--- config.mk ---
export PLATFORM = sky130hd
export DESIGN_NAME = isr_regs
export DESIGN_NICKNAME = d
export VERILOG_FILES = /design/src/isr_pkg.sv /design/src/isr_regs.sv
export SDC_FILE = /design/constraint.sdc
export NUM_CORES = 1
export LEC_CHECK = 0
export BUFFER_PORTS_ARGS = -buffer_cell sky130_fd_sc_hd__buf_2
export CAP_MARGIN = 20
export CORE_MARGIN = 10
export CORE_UTILIZATION = 36
export DETAILED_ROUTE_END_ITERATION = 8
export PLACE_DENSITY_LB_ADDON = 0.25
export SYNTH_ARGS = -nofsm -noshare
export SYNTH_HDL_FRONTEND = slang
export SYNTH_SLANG_ARGS = --single-unit
--- constraint.sdc ---
create_clock -name pclk -period 1.7 [get_ports pclk]
set_input_delay 0 -clock pclk [delete_from_list [all_inputs] [get_ports pclk]]
set_output_delay 0 -clock pclk [all_outputs]
set_load 0.02 [all_outputs]
--- src/isr_pkg.sv ---
// constants and types of the identification and serial register bank
package isr_pkg;
  // register indices; byte address is four times the index
  localparam logic [7:0] ISR_IDX_SENSOR_ELEMENT_IDENTITY = 8'h01;
  localparam logic [7:0] ISR_IDX_PART_IDENTITY_HIGH = 8'h02;
  localparam logic [7:0] ISR_IDX_PART_IDENTITY_LOW_REVISION = 8'h03;
  localparam logic [7:0] ISR_IDX_FACTORY_SERIAL_BYTE_0 = 8'h04;
  localparam logic [7:0] ISR_IDX_FACTORY_SERIAL_BYTE_1 = 8'h05;
  localparam logic [7:0] ISR_IDX_FACTORY_SERIAL_BYTE_2 = 8'h06;
  localparam logic [7:0] ISR_IDX_FACTORY_SERIAL_BYTE_3 = 8'h07;
  localparam logic [7:0] ISR_IDX_FACTORY_SERIAL_BYTE_4 = 8'h08;
  localparam int ISR_ADDR_SHIFT = 2;
  // reset values of the serial bytes
  localparam logic [7:0] ISR_SERIAL_RESET = 8'h00;
  // field widths
  localparam int ISR_PART_W = 12;
  localparam int ISR_REV_W = 4;
  localparam int ISR_FAC_W = 3;
  localparam int ISR_CHAR_W = 6;
  localparam int ISR_LOT_W = 10;
  localparam int ISR_WAFER_W = 5;
  // field limits
  localparam logic [2:0] ISR_FAC_MAX = 3'h1;
  localparam logic [5:0] ISR_CHAR_MAX = 6'h23;
  localparam logic [5:0] ISR_CHAR_FALLBACK = 6'h00;
  localparam logic [9:0] ISR_LOT_MAX = 10'h3E7;
  localparam logic [4:0] ISR_WAFER_MIN = 5'h01;
  // field positions within the serial bytes
  localparam int ISR_S0_FAC_LSB = 5;
  localparam int ISR_S1_C1_BIT = 7;
  localparam int ISR_S1_C2_LSB = 1;
  localparam int ISR_S1_C3_BIT = 0;
  localparam int ISR_S2_C3_LSB = 3;
  localparam int ISR_S3_LOT_LSB = 4;
  localparam int ISR_S4_WAFER_BIT = 7;
  // apb read answer
  typedef struct packed {
    logic [31:0] data;
    logic err;
  } isr_answer_t;
  // complete state of the bank
  typedef struct packed {
    logic ready;
    logic err;
    logic [31:0] rdata;
    logic loaded;
    logic [7:0] sn0;
    logic [7:0] sn1;
    logic [7:0] sn2;
    logic [7:0] sn3;
    logic [7:0] sn4;
  } isr_state_t;
endpackage

--- src/isr_regs.sv ---
// identification and factory serial register bank on apb
//
// The APB interface to the registers was chosen for this implementation.
module isr_regs
  import isr_pkg::*;
#(
  parameter int ADDR_W = 12,
  // identity values: arbitrary
  parameter logic [7:0] SENSOR_ELEMENT_ID = 8'h5A,
  parameter logic [ISR_PART_W-1:0] PART_IDENTIFIER = 12'h123,
  parameter logic [ISR_REV_W-1:0] REVISION = 4'h1,
  // factory serial contents
  parameter logic [ISR_FAC_W-1:0] FACILITY = 3'h0,
  parameter logic [ISR_CHAR_W-1:0] CHAR_FIRST = 6'h0A,
  parameter logic [ISR_CHAR_W-1:0] CHAR_SECOND = 6'h01,
  parameter logic [ISR_CHAR_W-1:0] CHAR_THIRD = 6'h23,
  parameter logic [ISR_LOT_W-1:0] LOT = 10'h07B,
  parameter logic [ISR_WAFER_W-1:0] WAFER = 5'h11
)
(
  // clock, reset, enable
  input wire logic pclk,
  input wire logic presetn,
  input wire logic pclken,
  // apb slave
  input wire logic psel,
  input wire logic penable,
  input wire logic pwrite,
  input wire logic [ADDR_W-1:0] paddr,
  input wire logic [31:0] pwdata,
  input wire logic [3:0] pstrb,
  output logic [31:0] prdata,
  output logic pready,
  output logic pslverr
);

  isr_state_t state;
  isr_state_t next_state;

  // replace a character code above the used range by the fallback code
  function automatic logic [5:0] isr_char(input logic [5:0] c);
    isr_char = (c > ISR_CHAR_MAX) ? ISR_CHAR_FALLBACK : c;
  endfunction

  // index of a word address, all ones when misaligned
  function automatic logic [7:0] isr_index(input logic [ADDR_W-1:0] a);
    logic [ADDR_W-1:0] w;
    w = a >> ISR_ADDR_SHIFT;
    if (a[1:0] != 2'b00 || w > ADDR_W'(8'hFF))
      isr_index = 8'hFF;
    else
      isr_index = w[7:0];
  endfunction

  // sanitised field values
  logic [2:0] fac_v;
  logic [5:0] c1_v;
  logic [5:0] c2_v;
  logic [5:0] c3_v;
  logic [9:0] lot_v;
  logic [4:0] wafer_v;
  assign fac_v = (FACILITY > ISR_FAC_MAX) ? 3'h0 : FACILITY;
  assign c1_v = isr_char(CHAR_FIRST);
  assign c2_v = isr_char(CHAR_SECOND);
  assign c3_v = isr_char(CHAR_THIRD);
  assign lot_v = (LOT > ISR_LOT_MAX) ? ISR_LOT_MAX : LOT;
  assign wafer_v = (WAFER < ISR_WAFER_MIN) ? ISR_WAFER_MIN : WAFER;

  // read multiplexer
  function automatic isr_answer_t isr_read(input logic [7:0] idx,
                                           input isr_state_t s);
    isr_answer_t r;
    r.data = 32'h0000_0000;
    r.err = 1'b0;
    case (idx)
      ISR_IDX_SENSOR_ELEMENT_IDENTITY: r.data[7:0] = SENSOR_ELEMENT_ID;
      ISR_IDX_PART_IDENTITY_HIGH: r.data[7:0] = PART_IDENTIFIER[11:4];
      ISR_IDX_PART_IDENTITY_LOW_REVISION:
        r.data[7:0] = {PART_IDENTIFIER[3:0], REVISION};
      ISR_IDX_FACTORY_SERIAL_BYTE_0: r.data[7:0] = s.sn0;
      ISR_IDX_FACTORY_SERIAL_BYTE_1: r.data[7:0] = s.sn1;
      ISR_IDX_FACTORY_SERIAL_BYTE_2: r.data[7:0] = s.sn2;
      ISR_IDX_FACTORY_SERIAL_BYTE_3: r.data[7:0] = s.sn3;
      ISR_IDX_FACTORY_SERIAL_BYTE_4: r.data[7:0] = s.sn4;
      default: r.err = 1'b1;
    endcase
    isr_read = r;
  endfunction

  logic [7:0] idx;
  logic access;
  isr_answer_t answer;
  assign idx = isr_index(paddr);
  assign access = psel && penable && !state.ready;
  assign answer = isr_read(idx, state);

  always_comb
  begin
    next_state = state;
    // one-time factory load after reset
    if (!state.loaded)
    begin
      next_state.loaded = 1'b1;
      next_state.sn0 = {fac_v, c1_v[5:1]};
      next_state.sn1 = {c1_v[0], c2_v, c3_v[5]};
      next_state.sn2 = {c3_v[4:0], lot_v[6:4]};
      next_state.sn3 = {lot_v[3:0], wafer_v[4:1]};
      next_state.sn4 = {wafer_v[0], 7'h00};
    end
    // one wait state, then the answer; writes change nothing
    if (state.ready)
    begin
      next_state.ready = 1'b0;
      next_state.err = 1'b0;
    end
    else if (access)
    begin
      next_state.ready = 1'b1;
      next_state.err = answer.err;
      next_state.rdata = pwrite ? 32'h0000_0000 : answer.data;
    end
  end

  always_ff @(posedge pclk or negedge presetn)
  begin
    if (!presetn)
    begin
      state <= '{ready: 1'b0, err: 1'b0, rdata: 32'h0000_0000,
                 loaded: 1'b0, sn0: ISR_SERIAL_RESET,
                 sn1: ISR_SERIAL_RESET, sn2: ISR_SERIAL_RESET,
                 sn3: ISR_SERIAL_RESET, sn4: ISR_SERIAL_RESET};
    end
    else if (pclken)
    begin
      state <= next_state;
    end
  end

  assign prdata = state.rdata;
  assign pready = state.ready;
  assign pslverr = state.err;

  logic rd_done;
  assign rd_done = psel && penable && pready && !pwrite;
endmodule

[Yosys cells after proc, flatten, opt, wreduce, memory -nomap -nowiden]
Cells that the tools add are included.
Word-level totals
  register bits after elaboration: 39
  bits in latches: 0
  memory bits (writable): 0
  memories: 0
  word-level logic and storage cells: 35
  bits in read-only memories: 0
Operators by class
  $mul: 0
  shift operators: 0
  eq/ne operators: 8
  order comparisons: 1
  reductions and logical operators: 10
  divide/modulo/power cells: 0
  $add $sub $neg: 0
  bitwise operators: 2
  multiplexer cells: 6
Operators by type and width (count)
  $pmux W8 S8: 1
  $mux W34: 1
  $eq A8 B3 Y1 const B: 4
  $eq A8 B2 Y1 const B: 2
  $mux W8: 2
  $gt A10 B8 Y1 const B: 1
  $eq A8 B1 Y1 const B: 1
  $eq A8 B4 Y1 const B: 1
  $reduce_or A8 Y1: 1
  $reduce_and A2 Y1: 2
  $reduce_bool A2 Y1: 2
  $reduce_and A3 Y1: 1
  $logic_and A1 B1 Y1: 2
  $mux W2: 1
  $not A1 Y1: 2
  $logic_not A1 Y1: 1
  $logic_or A1 B1 Y1: 1
  $mux W1: 1

[Depth between registers and ports, before layout]
  depth in word-level cells: 8
  mapped depth: 5
  gate-level depth less buffers: 4

[Worst setup path after synthesis]
No wires, ideal clock.
  path kind: register to register
  start point: reg state, in the netlist pready
  end point: reg state, in the netlist prdata[5]
  arrival: 1.293 ns
  data required time: 1.634 ns
  path slack: 0.341 ns
  period minus slack after synthesis: 1.359 ns
  cell stages (with the launch flop): 5
  buffers on the path: 0
  library setup time: 0.066 ns
  cells stage by stage: dfrtp_1 nand4b_2 nand4b_1 nor2_2 a32o_2
Between the ends
  longest elaborated chain between the ends: 3
  elaborated cells between the ends (all ways): 4
  those cells by class: bitwise: 1; reduce/logical: 3
Ends and longest elaborated chain
  from (decl): RTL line isr_regs.sv:37  | isr_state_t state;
  from (signal assigned): RTL line isr_regs.sv:128  | state <= '{ready: 1'b0, err: 1'b0, rdata: 32'h0000_0000,
  from (signal assigned): RTL line isr_regs.sv:135  | state <= next_state;
  $logic_not A1 Y1: RTL line isr_regs.sv:94  | assign access = psel && penable && !state.ready;
  $logic_and A1 B1 Y1: RTL line isr_regs.sv:94
  $reduce_and A3 Y1 (no source line) (*)
Every way passes the cells marked *; elsewhere a longest branch is shown, timed or not.
A chain may end at the register's enable or synchronous reset.

[Worst setup path in the final report]
  start point: reg state, in the netlist pready
  end point: reg state, in the netlist prdata[1]
Same word-level chain as after synthesis.

==> results by group <==
Worst setup path
  – Crit. path cell count: 4
  – Required time worst endpoint: 1.90 ns
  – Critical R2R Launch: pready
  – FF-to-FF End: prdata[1]
  – Worst r2r path cells: 4
  – Crit end category: register
  – Worst endpoint data arrival time: 1.54 ns
  – Critical Path Fanout Max: 12
  – Critical path endpoint: prdata[1]
  – CP top delay family: simple AND/OR/NAND/NOR gates
  – CP Launch Type: register
  – Crit path launch: pready
  – Flop2flop setup slack: 0.37 ns
  – Critical Path Max Stage Delay: 0.40 ns
  – Crit path buf inv count: 1
  – Slowest-stage cell, CP: dfrtp_1
  – Crit-path cells: nand4b_2 -> buf_4 -> nor4_4 -> a32o_1
  – Setup CP Type: reg2reg

Detailed routing
  – Drt first pass iters: 4
  – DR iter-0 viols: 21
  – Via density per instance: 4.26
  – DRC: 0
  – Antenna-violating nets left: 0
  – Drt total wl: 1910 µm
  – Routed len/inst: 13.2 µm
  – Via count: 618

Floorplan
  – Starting Density: 36.8%
  – DIE AREA: 4880 µm²
  – Number of core rows: 18
  – Die X: 69.9 µm
  – Die H: 69.9 µm
  – Core area: 2430 µm²
  – IO Count: 88

Clock network
  – Resize count post-CTS: 0
  – CTS tree: yes
  – Clk_lat worst skew: 0.26 ns
  – H-tree lvl count: 1
  – Deepest clock path buffer count: 2
  – Num CTS Buffers: 3
  – Clock Sinks: 12
  – Clock-pin slew on the worst setup and hold paths: 0.07 ns
  – Root Driver: clkbuf_4
  – # Post-CTS Setup Buffers: 0

Placed design
  – RD Place Congestion: 0.787
  – HPWL Detailed: 1640 µm
  – Post-Place Setup Slack: 0.365 ns
  – I/O Buffers: 27

GRT
  – Gr ovfl total: 0
  – Vias in the first global route: 653
  – Global Route Usage Sum: 7.79%
  – Largest net degree at the start of global routing: 13
  – Global-route wire length before repair: 3160 µm
  – Initial antenna violation count: 0

Timing
  – Unrepaired setup endpoints after global routing: no
  – Period utilisation layout: 78.5%
  – Setup Viol. Count Final: 0
  – Final Critical Period: 1.33 ns
  – Worst Setup Slack, final: 0.365 ns
  – Setup TNS: 0 ns
  – Final Max Tran Viols: 0
  – Clock skew: 0.000712 ns
  – Endpoints failing hold: 0
  – Max Clk Rate: 749 MHz

Yosys
  – Synth Register Bits: 12
  – Synth Flop Type: dfrtp_1
  – Largest area contributor in the netlist: dfrtp_1
  – Top-count cell post-synth: buf_4
  – Post-synth top cells: buf_4 (32), dfrtp_1 (12), nand2_1 (8)
  – Post-synth EDFFs: 0
  – Part of the Yosys area used for sequential elements: 33.5%
  – Mapped Area: 896 µm²
  – Syn Inst Count: 94
  – Synthesis Warnings: 0
  – Library cells used by synthesis: 30
  – Syn_area_per_cell: 9.53 µm²
  – Asr flop ratio synth: 100%
  – Area contributors post-synth: dfrtp_1 (34%), buf_4 (27%), nor4_4 (4.7%)
  – Post-synth top area share: 33.5%

Layout
  – Synth-to-Final Area Change: 6.15%
  – Ant. Diodes: 0
  – Layout cells sized above 1: 35.7%
  – Fillers: 260
  – Nets: 171

Min path
  – Hold/Removal Path Class: in2reg

Pwr
  – VDD IR max: 272 µV
  – PD cells: 642 nW/µm²
  – Leak: 0.512 nW

Run
  – Max-cap violations: 0

Status
  – Status: finished clean
==> worst min path at each step <==
stage | slack [ns] | startpoint | end | cells after the start
6_report | 0.06 | paddr[2] | prdata[6] | 3
5_1_grt | 0.07 | paddr[2] | prdata[6] | 3
4_1_cts | 0.05 | paddr[2] | prdata[6] | 3
3_5_place_dp | -0.10 | presetn | prdata[6] | 1
3_3_place_gp | -0.11 | presetn | prdata[6] | 1
2_1_floorplan | -0.30 | presetn | prdata[0] | 0
==> repair_timing <==
| action | in CTS | in global routing |
|---|---|---|
| hold buffers | 2 | 0 |
| endpoints found under the hold margin | 14 | 0 |
| setup endpoints to repair | 0 | 0 |
==> layout by cell type, fill, tap and decap left out, types with 2 or more instances in the layout <==
cell type	instances
dfrtp_1	12
nand2b_1	2
nor2_1	4
nand2_1	8
xor2_1	2
conb_1	24
dlygate4sd3_1	2
nor4_4	2
buf_2	27
a22o_1	4
a21oi_1	2
clkbuf_4	3
o21ai_0	5
inv_1	2
==> cell families (layout without fill, tap and decap cells) <==
logic type,count (synthesis),count (layout),share of synthesized area [%]
AND/OR/NAND/NOR,26,26,20.9
multiplexers,1,1,1.12
XOR/XNOR,2,2,1.96
buffers and inverters,37,35,29.2
AO/OA/AOI/OAI,15,15,12.8
flip-flops,12,12,33.5
other,1,24,0.419
==> worst min-delay path, delay by kind of cell <==
| family | cells | cell delay, ns |
|---|---|---|
| buf+inv | 1 | 0.14 |
| simple gates | 1 | 0.08 |
| compound gates | 1 | 0.07 |
==> sequential cells by signal, indices dropped and copies added, names as in the netlist <==
name     cells
prdata       8
pready       1
pslverr      1
state        2
==> per-stage QoR <==
| step | cells | hold slack, ns | utilization, % | total power, mW | area [µm²] |
|---|---|---|---|---|---|
| 3_5_place_dp | 140 | -0.104 | 37.3 | 0.446 | 908 |
| 4_1_cts | 145 | 0.0516 | 39.1 | 0.620 | 951 |
| 3_3_place_gp | 140 | -0.109 | 37.3 | 0.444 | 908 |
| 2_1_floorplan | 117 | -0.296 | - | 0.440 | 982 |
| 6_report | 145 | 0.0599 | 39.1 | 0.611 | 951 |
| 5_1_grt | 145 | 0.0725 | 39.1 | 0.656 | 951 |
==> report_power, final <==
part	internal (mW)	switching, mW
combinational	0.0399	0.104
sequential	0.294	0.00732
clock	0.0817	0.0844
total	0.415	0.196
==> layout make-up <==
| type | instances | area [µm²] | share of cell area (%) |
|---|---|---|---|
| clock buffer | 3 | 22.5 | 2.37 |
| timing repair buffer | 30 | 163 | 17.1 |
| multi-input combinational | 68 | 420 | 44.2 |
| sequential | 12 | 300 | 31.6 |
| inverter | 2 | 7.51 | 0.789 |
| tap | 30 | 37.5 | 3.95 |
==> metal layers <==
metal  vias up  part of all wire [%]  GRT usage, %
met4         0                   1.1          4.61
met1       281                    43          9.19
met5         -                     0             0
met3         2                   7.8          2.82
li1        305                     -             -
met2        30                    48          11.8
No activity file was read; power rests on OpenSTA's default activity.
